--- config.mk ---
export PLATFORM = sky130hd
export DESIGN_NAME = rtx_exc_seq
export DESIGN_NICKNAME = d
export VERILOG_FILES = /design/src/rtx_pkg.sv /design/src/rtx_exc_seq.sv
export SDC_FILE = /design/constraint.sdc
export NUM_CORES = 1
export LEC_CHECK = 0
export BUFFER_PORTS_ARGS = -buffer_cell sky130_fd_sc_hd__buf_2
export CORE_MARGIN = 2
export CORE_UTILIZATION = 45
export CTS_BUF_LIST = sky130_fd_sc_hd__clkbuf_16
export DETAILED_ROUTE_END_ITERATION = 12
export PLACE_DENSITY = 0.76
export SYNTH_ARGS = -nofsm -noshare
export SYNTH_HDL_FRONTEND = slang
export SYNTH_SLANG_ARGS = --single-unit
export TNS_END_PERCENT = 30
--- constraint.sdc ---
create_clock -name mclk_in -period 3.13 [get_ports mclk_in]
set_input_delay 0.626 -clock mclk_in [delete_from_list [all_inputs] [get_ports mclk_in]]
set_output_delay 0.626 -clock mclk_in [all_outputs]
set_load 0.005 [all_outputs]
--- src/rtx_pkg.sv ---
// Summary of operation
// - reset pin low halts everything
// - leaving reset selects interrupt mode 0
// - reset handling starts on pin release
// - nmi high power-on, low manual reset
// - manual reset spares bus and port regs
// - manual reset reverts pins to ports
// - watchdog overflow resets, either type
// - init, clear trace, set global masks
// - fetch reset vector, load program counter
// - block all interrupts until first instruction
// - module stop loads 3FFF, stopped regs hidden
// - trace only in interrupt mode 2
// - trace after every instruction but exception return while flag set
// - trace sets global mask, clears trace
// - interrupts accepted inside trace handler
// - no trace after exception return
// - nmi top, others eight priority levels
// - trap uses vector from opcode 0..3
// - trap flag updates depend on mode
// - word accesses force address bit 0 low
// - push pc and flags except on reset
// - fixed vector numbers per source
// - no interrupt check after reset or flag ops
package rtx_pkg;
    // register map on the plain port
    localparam logic [2:0] REG_CTRL = 3'h0;
    localparam logic [2:0] REG_CCR = 3'h1;
    localparam logic [2:0] REG_EXR = 3'h2;
    localparam logic [2:0] REG_MSTP = 3'h3;
    localparam logic [2:0] REG_STAT = 3'h4;
    // flag positions
    localparam int CCR_I = 7;
    localparam int CCR_UI = 6;
    localparam int EXR_T = 7;
    // values after reset
    localparam logic [1:0] INTM_0 = 2'h0;
    localparam logic [1:0] INTM_2 = 2'h2;
    localparam logic [7:0] CCR_RST = 8'h80;
    localparam logic [7:0] EXR_RST = 8'h07;
    localparam logic [15:0] MSTP_RST = 16'h3FFF;
    // vector numbers
    localparam logic [6:0] VEC_POR = 7'h00;
    localparam logic [6:0] VEC_MAN = 7'h01;
    localparam logic [6:0] VEC_TRACE = 7'h05;
    localparam logic [6:0] VEC_NMI = 7'h07;
    localparam logic [6:0] VEC_TRAP0 = 7'h08;
    localparam logic [2:0] NMI_LEVEL = 3'h7;
    typedef enum logic [2:0] {
        ST_HOLD = 3'b000,
        ST_INIT = 3'b001,
        ST_VEC = 3'b010,
        ST_FIRST = 3'b011,
        ST_RUN = 3'b100,
        ST_PUSH = 3'b101
    } rtx_state_e;
endpackage

--- src/rtx_exc_seq.sv ---
// Chosen here: the address-and-strobe port and the address map.
`timescale 1ns/1ns
module rtx_exc_seq #(
    parameter int PC_W = 24,
    parameter int SP_W = 24
) (
    input wire logic mclk_in,
    input wire logic rst_b_in,
    input wire logic chip_init_pin_n_in,
    input wire logic nmi_level_in,
    input wire logic wdt_ovf_in,
    input wire logic wdt_por_in,
    input wire logic insn_done_in,
    input wire logic insn_rte_in,
    input wire logic insn_flagop_in,
    input wire logic trap_in,
    input wire logic [1:0] trap_num_in,
    input wire logic [7:0] pop_ccr_in,
    input wire logic [7:0] pop_exr_in,
    input wire logic nmi_req_in,
    input wire logic irq_req_in,
    input wire logic [6:0] irq_vec_in,
    input wire logic [2:0] irq_lvl_in,
    input wire logic push_ack_in,
    input wire logic vec_valid_in,
    input wire logic [PC_W-1:0] vec_data_in,
    input wire logic [SP_W-1:0] sp_in,
    input wire logic periph_acc_in,
    input wire logic [3:0] periph_idx_in,
    input wire logic [2:0] addr_in,
    input wire logic [15:0] wr_data_in,
    input wire logic wr_in,
    input wire logic rd_in,
    output logic cpu_halt_out,
    output logic periph_init_out,
    output logic busio_init_out,
    output logic port_revert_out,
    output logic rst_por_out,
    output logic push_req_out,
    output logic [7:0] push_ccr_out,
    output logic [7:0] push_exr_out,
    output logic [SP_W-1:0] stack_addr_out,
    output logic vec_req_out,
    output logic [9:0] vec_addr_out,
    output logic pc_load_out,
    output logic [PC_W-1:0] pc_out,
    output logic irq_ack_out,
    output logic nmi_ack_out,
    output logic [7:0] ccr_out,
    output logic [7:0] exr_out,
    output logic [1:0] intm_out,
    output logic [15:0] mstp_out,
    output logic periph_grant_out,
    output logic [15:0] rd_data_out
);
    // ------------------------------------------------------------
    // state and decode
    // ------------------------------------------------------------
    rtx_pkg::rtx_state_e state_r, state_nxt;
    logic [6:0] vec_r, vec_nxt;
    logic [1:0] kind_r, kind_nxt; // 0 trace, 1 nmi, 2 irq, 3 trap
    logic [2:0] lvl_r, lvl_nxt;
    logic trap_pend_r;
    logic [1:0] trap_num_r; // kept apart from vec_r, which a winning trace overwrites
    logic rst_seq_r;

    wire mode2 = intm_out == rtx_pkg::INTM_2;
    wire enter_rst = !chip_init_pin_n_in || wdt_ovf_in;
    wire trace_go = mode2 && exr_out[rtx_pkg::EXR_T] && !insn_rte_in;
    wire irq_ok = mode2 ? (irq_lvl_in > exr_out[2:0]) : !ccr_out[rtx_pkg::CCR_I];
    wire irq_go = !insn_flagop_in && (nmi_req_in || (irq_req_in && irq_ok));
    wire trap_go = trap_in || trap_pend_r;
    wire [1:0] trap_sel = trap_in ? trap_num_in : trap_num_r;
    wire take_exc = state_r == rtx_pkg::ST_RUN && insn_done_in && (trace_go || irq_go || trap_go);
    wire fetch_done = state_r == rtx_pkg::ST_VEC && vec_valid_in;
    wire push_done = state_r == rtx_pkg::ST_PUSH && push_ack_in;
    wire sw_wr_ccr = wr_in && addr_in == rtx_pkg::REG_CCR;
    wire sw_wr_exr = wr_in && addr_in == rtx_pkg::REG_EXR;
    wire sw_wr_ctl = wr_in && addr_in == rtx_pkg::REG_CTRL;
    wire sw_wr_mstp = wr_in && addr_in == rtx_pkg::REG_MSTP;
    wire mode_legal = wr_data_in[1:0] == rtx_pkg::INTM_0 || wr_data_in[1:0] == rtx_pkg::INTM_2;
    wire [15:0] rd_mux;

    // next state: reset pin wins over every other source
    always_comb begin
        state_nxt = state_r;
        vec_nxt = vec_r;
        kind_nxt = kind_r;
        lvl_nxt = lvl_r;
        if (enter_rst) begin
            state_nxt = rtx_pkg::ST_HOLD;
        end else begin
            case (state_r)
                rtx_pkg::ST_HOLD: begin
                    state_nxt = rtx_pkg::ST_INIT;
                end
                rtx_pkg::ST_INIT: begin
                    state_nxt = rtx_pkg::ST_VEC;
                    vec_nxt = rst_por_out ? rtx_pkg::VEC_POR : rtx_pkg::VEC_MAN;
                end
                rtx_pkg::ST_VEC: begin
                    if (vec_valid_in) begin
                        state_nxt = rst_seq_r ? rtx_pkg::ST_FIRST : rtx_pkg::ST_RUN;
                    end
                end
                rtx_pkg::ST_FIRST: begin
                    // no acceptance until the first instruction is done
                    if (insn_done_in) begin
                        state_nxt = rtx_pkg::ST_RUN;
                    end
                end
                rtx_pkg::ST_RUN: begin
                    if (take_exc) begin
                        state_nxt = rtx_pkg::ST_PUSH;
                        if (trace_go) begin
                            kind_nxt = 2'h0;
                            vec_nxt = rtx_pkg::VEC_TRACE;
                        end else if (irq_go && nmi_req_in) begin
                            kind_nxt = 2'h1;
                            vec_nxt = rtx_pkg::VEC_NMI;
                            lvl_nxt = rtx_pkg::NMI_LEVEL;
                        end else if (irq_go) begin
                            kind_nxt = 2'h2;
                            vec_nxt = irq_vec_in;
                            lvl_nxt = irq_lvl_in;
                        end else begin
                            kind_nxt = 2'h3;
                            vec_nxt = rtx_pkg::VEC_TRAP0 + {5'h00, trap_sel};
                        end
                    end
                end
                rtx_pkg::ST_PUSH: begin
                    if (push_ack_in) begin
                        state_nxt = rtx_pkg::ST_VEC;
                    end
                end
                default: begin
                    state_nxt = rtx_pkg::ST_HOLD;
                end
            endcase
        end
    end

    // ------------------------------------------------------------
    // sequencer registers
    // ------------------------------------------------------------
    always_ff @(posedge mclk_in or negedge rst_b_in) begin
        if (!rst_b_in) begin
            state_r <= rtx_pkg::ST_HOLD;
            vec_r <= rtx_pkg::VEC_POR;
            kind_r <= 2'h0;
            lvl_r <= 3'h0;
        end else begin
            state_r <= state_nxt;
            vec_r <= vec_nxt;
            kind_r <= kind_nxt;
            lvl_r <= lvl_nxt;
        end
    end

    // reset type: pin sampled nmi level, watchdog brings its own type
    always_ff @(posedge mclk_in or negedge rst_b_in) begin
        if (!rst_b_in) begin
            rst_por_out <= 1'b1;
            rst_seq_r <= 1'b1;
        end else begin
            if (!chip_init_pin_n_in) begin
                rst_por_out <= nmi_level_in;
            end else if (wdt_ovf_in) begin
                rst_por_out <= wdt_por_in;
            end
            if (state_nxt == rtx_pkg::ST_HOLD) begin
                rst_seq_r <= 1'b1;
            end else if (fetch_done) begin
                rst_seq_r <= 1'b0;
            end
        end
    end

    // a trap that loses to trace or an interrupt waits its turn
    always_ff @(posedge mclk_in or negedge rst_b_in) begin
        if (!rst_b_in) begin
            trap_pend_r <= 1'b0;
            trap_num_r <= 2'h0;
        end else if (enter_rst) begin
            trap_pend_r <= 1'b0;
        end else if (take_exc && kind_nxt == 2'h3) begin
            trap_pend_r <= 1'b0;
        end else if (insn_done_in && trap_in) begin
            trap_pend_r <= 1'b1;
            trap_num_r <= trap_num_in;
        end
    end

    // ------------------------------------------------------------
    // reset strobes and halt
    // ------------------------------------------------------------
    always_ff @(posedge mclk_in or negedge rst_b_in) begin
        if (!rst_b_in) begin
            cpu_halt_out <= 1'b1;
            periph_init_out <= 1'b0;
            busio_init_out <= 1'b0;
            port_revert_out <= 1'b0;
        end else begin
            cpu_halt_out <= state_nxt == rtx_pkg::ST_HOLD;
            periph_init_out <= state_nxt == rtx_pkg::ST_INIT;
            busio_init_out <= state_nxt == rtx_pkg::ST_INIT && rst_por_out;
            port_revert_out <= state_nxt == rtx_pkg::ST_INIT && !rst_por_out;
        end
    end

    // ------------------------------------------------------------
    // stack push and vector fetch
    // ------------------------------------------------------------
    always_ff @(posedge mclk_in or negedge rst_b_in) begin
        if (!rst_b_in) begin
            push_req_out <= 1'b0;
            push_ccr_out <= 8'h00;
            push_exr_out <= 8'h00;
            stack_addr_out <= '0;
            vec_req_out <= 1'b0;
            vec_addr_out <= 10'h000;
            pc_load_out <= 1'b0;
            pc_out <= '0;
            irq_ack_out <= 1'b0;
            nmi_ack_out <= 1'b0;
        end else begin
            push_req_out <= state_nxt == rtx_pkg::ST_PUSH && !push_done;
            if (take_exc) begin
                push_ccr_out <= ccr_out; // stacked trace flag keeps its 1
                push_exr_out <= exr_out;
            end
            stack_addr_out <= {sp_in[SP_W-1:1], 1'b0};
            vec_req_out <= state_nxt == rtx_pkg::ST_VEC && !fetch_done;
            vec_addr_out <= {vec_nxt, 3'h0} >> 1; // four bytes per entry
            pc_load_out <= fetch_done;
            if (fetch_done) begin
                pc_out <= vec_data_in;
            end
            irq_ack_out <= take_exc && kind_nxt == 2'h2;
            nmi_ack_out <= take_exc && kind_nxt == 2'h1;
        end
    end

    // ------------------------------------------------------------
    // condition code, extended register and mode
    // ------------------------------------------------------------
    // hardware exception updates beat a software write in the same cycle
    always_ff @(posedge mclk_in or negedge rst_b_in) begin
        if (!rst_b_in) begin
            ccr_out <= rtx_pkg::CCR_RST;
            exr_out <= rtx_pkg::EXR_RST;
            intm_out <= rtx_pkg::INTM_0;
        end else if (state_r == rtx_pkg::ST_INIT) begin
            ccr_out[rtx_pkg::CCR_I] <= 1'b1;
            exr_out <= rtx_pkg::EXR_RST;
            intm_out <= rtx_pkg::INTM_0;
        end else if (push_done) begin
            ccr_out[rtx_pkg::CCR_I] <= 1'b1;
            if (mode2) begin
                exr_out[rtx_pkg::EXR_T] <= 1'b0;
                if (kind_r == 2'h1 || kind_r == 2'h2) begin
                    exr_out[2:0] <= lvl_r;
                end
            end
        end else if (state_r == rtx_pkg::ST_RUN && insn_done_in && insn_rte_in) begin
            ccr_out <= pop_ccr_in;
            exr_out <= pop_exr_in;
        end else begin
            if (sw_wr_ccr) begin
                ccr_out <= wr_data_in[7:0];
            end
            if (sw_wr_exr) begin
                exr_out <= {wr_data_in[7], 4'h0, wr_data_in[2:0]};
            end
            if (sw_wr_ctl && mode_legal) begin
                intm_out <= wr_data_in[1:0]; // prohibited codes ignored
            end
        end
    end

    // ------------------------------------------------------------
    // module stop and register port
    // ------------------------------------------------------------
    assign rd_mux = (addr_in == rtx_pkg::REG_CTRL) ? {14'h0000, intm_out} :
                    (addr_in == rtx_pkg::REG_CCR) ? {8'h00, ccr_out} :
                    (addr_in == rtx_pkg::REG_EXR) ? {8'h00, exr_out} :
                    (addr_in == rtx_pkg::REG_MSTP) ? mstp_out :
                    (addr_in == rtx_pkg::REG_STAT) ? {12'h000, rst_por_out, state_r} : 16'h0000;

    always_ff @(posedge mclk_in or negedge rst_b_in) begin
        if (!rst_b_in) begin
            mstp_out <= rtx_pkg::MSTP_RST;
            periph_grant_out <= 1'b0;
            rd_data_out <= 16'h0000;
        end else begin
            if (state_r == rtx_pkg::ST_INIT) begin
                mstp_out <= rtx_pkg::MSTP_RST;
            end else if (sw_wr_mstp) begin
                mstp_out <= wr_data_in;
            end
            periph_grant_out <= periph_acc_in && !mstp_out[periph_idx_in];
            rd_data_out <= rd_in ? rd_mux : 16'h0000;
        end
    end
endmodule

==> parameters.txt <==
Parameter                              Value

Outcome
  Result of the run    complete, no violations

Floorplanning
  Area inside the core boundary    ~0.013 mm2
  Top-level I/O count    between 200 and 300
  Starting utilization of the core area    45.7%
  Die Y-Extent    roughly 120 um
  Chip width    119 um
  DIE AREA    about 0.014 mm2
  Cell Rows    42

Finish
  Area Growth Syn to Fin    33.5%
  Antenna diode instance count    0
  Total non-filler cell area in the finished layout    0.00798 mm2
  Final Non-Filler Cells    roughly 940
  Number of nets at the end of the flow    approximately 870
  Layout cell share with drive strength beyond 1    between 40% and 50%

Critical path
  Critical path class    flop to flop
  Endpoint kind of the worst setup timing path    flop
  Internal reg-to-reg setup slack    roughly 450 ps
  Slowest cell on crit path    dfstp_2
  Worst reg-to-reg path cell count    8
  Buf+Inv Stages, Crit Path    1
  Worst-path fanout max    7
  Startpoint of the worst register-to-register path    exr_out[2]
  Data required time of the worst path    about 3400 ps
  Reg2reg end    vec_addr_out[2]
  Arrival time of data at the critical path endpoint    about 3000 ps
  Worst setup SP type    flop
  Cell-by-cell trace of the critical path    inv_1, ha_1, nor2_1, nor3_2, a22oi_1, a21o_1, a21o_1, mux2_1
  Max incr delay on CP    roughly 560 ps
  Family with the most delay on the worst path    compound AO/OA/AOI/OAI gates
  Most frequent cell on the critical path    a21o_1

Synthesis
  Sequential area share after synthesis    between 60% and 70%
  Cell area after synthesis    0.00598 mm2
  Register bit count reported by yosys    143
  Most area-consuming cells after synthesis    dfrtp_1 (51%), dfstp_2 (9.2%), mux2_1 (8.1%)
  Fraction of registers with async set/reset    100%
  Syn avg cell area    12.0 um2
  Most used DFF post-synth    dfrtp_1
  Synthesized instance count    500
  Area leader, netlist    dfrtp_1
  EDFF count, synth    0
  Number of synthesis warnings    0
  Proportion of netlist area held by the largest area contributor    approximately half
  Distinct cell type count after synthesis    55

Routing
  Via total after detailed routing    4,826
  Count of nets left with antenna violations after detail routing    0
  Drt initial violations    approximately 430
  Average routed wire per standard cell    ~18 um
  Drt via density    about 5
  Drt pass-1 iters    4
  Detailed-route wire length    between 15 and 20 mm
  DRC violations left    0

Placed design
  Half-perimeter wire length after detailed placement    between 10 and 15 mm
  Setup WS pre-CTS    363 ps
  GPL Wtd Cong    ~0.95
  Cell area after placement    0.00738 mm2
  Count of buffers inserted at the top-level ports    between 200 and 250
  Number of cells in the design after placement    just over 900

Flow run
  Reported max-cap violation count    0

STA
  Final worst setup slack    between 400 and 500 ps
  Slew margin rel.    between 50% and 60%
  Period Utilization, post-route    a little under nine tenths
  Final number of hold-violating endpoints    0
  Max Transition Viols Final    0
  Unrepaired setup endpoints after global routing    no
  FMAX    about 0.37 GHz
  Slew at the pin with the worst max-slew slack    ~660 ps
  Aggregate negative setup slack    0 ps
  Min Tclk post-route    between 2000 and 3000 ps
  Total of endpoints with negative setup slack in the final report    0
  Setup Skew    roughly 11 ps

Clock network
  Root Buffer Master    clkbuf_16
  Total number of clock tree sinks    between 100 and 150
  Clock network latency to the later pin of the worst-skew pair    ~420 ps
  Total clock buffers created by CTS    17
  CTS Buffer Depth    2
  Number of cells upsized or downsized after cts    0
  TritonCTS clock tree    built
  Number of levels the H-tree was split into    4
  Post-CTS setup-driven buffer insertion count    0
  Hold buffer count at cts    0
  Clock transition at the register clock pins on the worst setup and hold paths after CTS    60 ps

GRT
  Number of global-route vias before repair    about 5,000
  Largest net degree at the start of global routing    61
  Global route overflow    0
  Wire length of the first global-routing pass    between 20 and 30 mm
  Global-route total usage across every layer    roughly 24%
  Initial antenna violation count    1

Pwr
  Lkg Pwr    approximately 4.2 nW
  Power density over the cells    about 620 mW/mm2
  Peak supply drop    between 0.2 and 0.25 mV

Min path
  Type of the most critical hold path    primary input to asynchronous set/reset pin
==> registers in the layout, indices dropped and copies added, names as in the netlist, 2 cells and up <==
register and flops:
exr_out 8, push_ccr_out 8, rd_data_out 16, stack_addr_out 23
trap_num_r 2, kind_r 2, push_exr_out 8, pc_out 24
state_r 3, intm_out 2, vec_addr_out 7, lvl_r 3
ccr_out 8, mstp_out 16
==> metrics by stage <==
| step | utilization (%) | power (mW) | hold slack, ps |
|---|---|---|---|
| finish | 61.0 | 4.97 | 171 |
| global route | 61.0 | 5.20 | 217 |
| CTS | 61.0 | 5.03 | 190 |
| detailed placement | 56.4 | 2.96 | 471 |
| global placement | 56.4 | 2.91 | 457 |
| floorplan | - | 2.52 | 330 |
==> worst max path at each step <==
| stage | slack [ps] | cells after the start | startpoint | end |
|---|---|---|---|---|
| after floorplan | 780 | 8 | irq_lvl_in[0] | lvl_r[1] |
| after global placement | 470 | 8 | irq_lvl_in[2] | vec_addr_out[2] |
| after detailed placement | 360 | 8 | irq_lvl_in[2] | vec_addr_out[2] |
| after CTS | 440 | 8 | exr_out[1] | vec_addr_out[2] |
| after global routing | 330 | 8 | exr_out[1] | vec_addr_out[2] |
| final | 450 | 8 | exr_out[2] | vec_addr_out[2] |
==> placed cells by master, fill, tap and decap left out, drive strengths merged, types with 3 or more instances in the layout <==
cell type  count
nand3b         3
a31oi         10
a21oi         15
nand3         19
a21o           4
ha             3
bufinv         4
nor2b          8
clkbuf        17
dfstp         21
inv           13
o22ai          4
and3           5
conb           4
buf          253
mux2i         10
mux4           5
clkinv         8
nor3           7
mux2          49
o31ai          3
nand2         65
a22o           7
or2            4
a22oi         11
dfrtp        122
nand2b        10
nor2          31
and2          12
nor3b          3
o21ai         13
==> worst reg2reg max path, cell delays in order (launching register included) <==
cell and delay (ps):
dfstp_2 560, inv_1 90, ha_1 300, nor2_1 150, nor3_2 50, a22oi_1 430
a21o_1 300, a21o_1 320, mux2_1 360
==> cells in the mapped netlist (11+ instances only) <==
library cell,n
dfrtp_1,122
nand2_1,65
mux2_1,43
nor2_1,31
dfstp_2,21
nand3_1,19
a21oi_1,15
and2_1,12
a22oi_1,11
==> per-layer routing <==
metal / GRT usage (%) / vias to the layer above / routed length [um]
met5: 0 / - / 16
met1: 28.2 / 2365 / 6440
met4: 10.1 / 2 / 407
met3: 6.66 / 29 / 1160
met2: 41.5 / 190 / 8620
li1: - / 2240 / -
==> final cells by class <==
class / count / area (um2)
Clock inverter: 15 / 176
Tap cell: 176 / 220
Sequential cell: 143 / 3600
Inverter: 10 / 37.5
Clock buffer: 17 / 425
Fill cell: 1084 / 5100
Multi-Input combinational cell: 323 / 2210
Timing Repair Buffer: 253 / 1310
==> cell families after synthesis <==
family / count (synthesis) / share of synthesized area [%]
xor+xnor: 1 / 0.146
buf+inv: 37 / 2.91
compound gates: 78 / 8.95
flops: 143 / 60.3
fa+ha+maj: 3 / 0.628
mux: 64 / 12.8
simple gates: 173 / 14.2
other cells: 1 / 0.0627
==> power breakdown <==
| part | switching (mW) | internal [mW] |
|---|---|---|
| Clock | 0.742 | 1.32 |
| Sequential | 0.148 | 2.08 |
| Combinational | 0.338 | 0.350 |
Note: power is estimated with default switching activity, not from simulation.
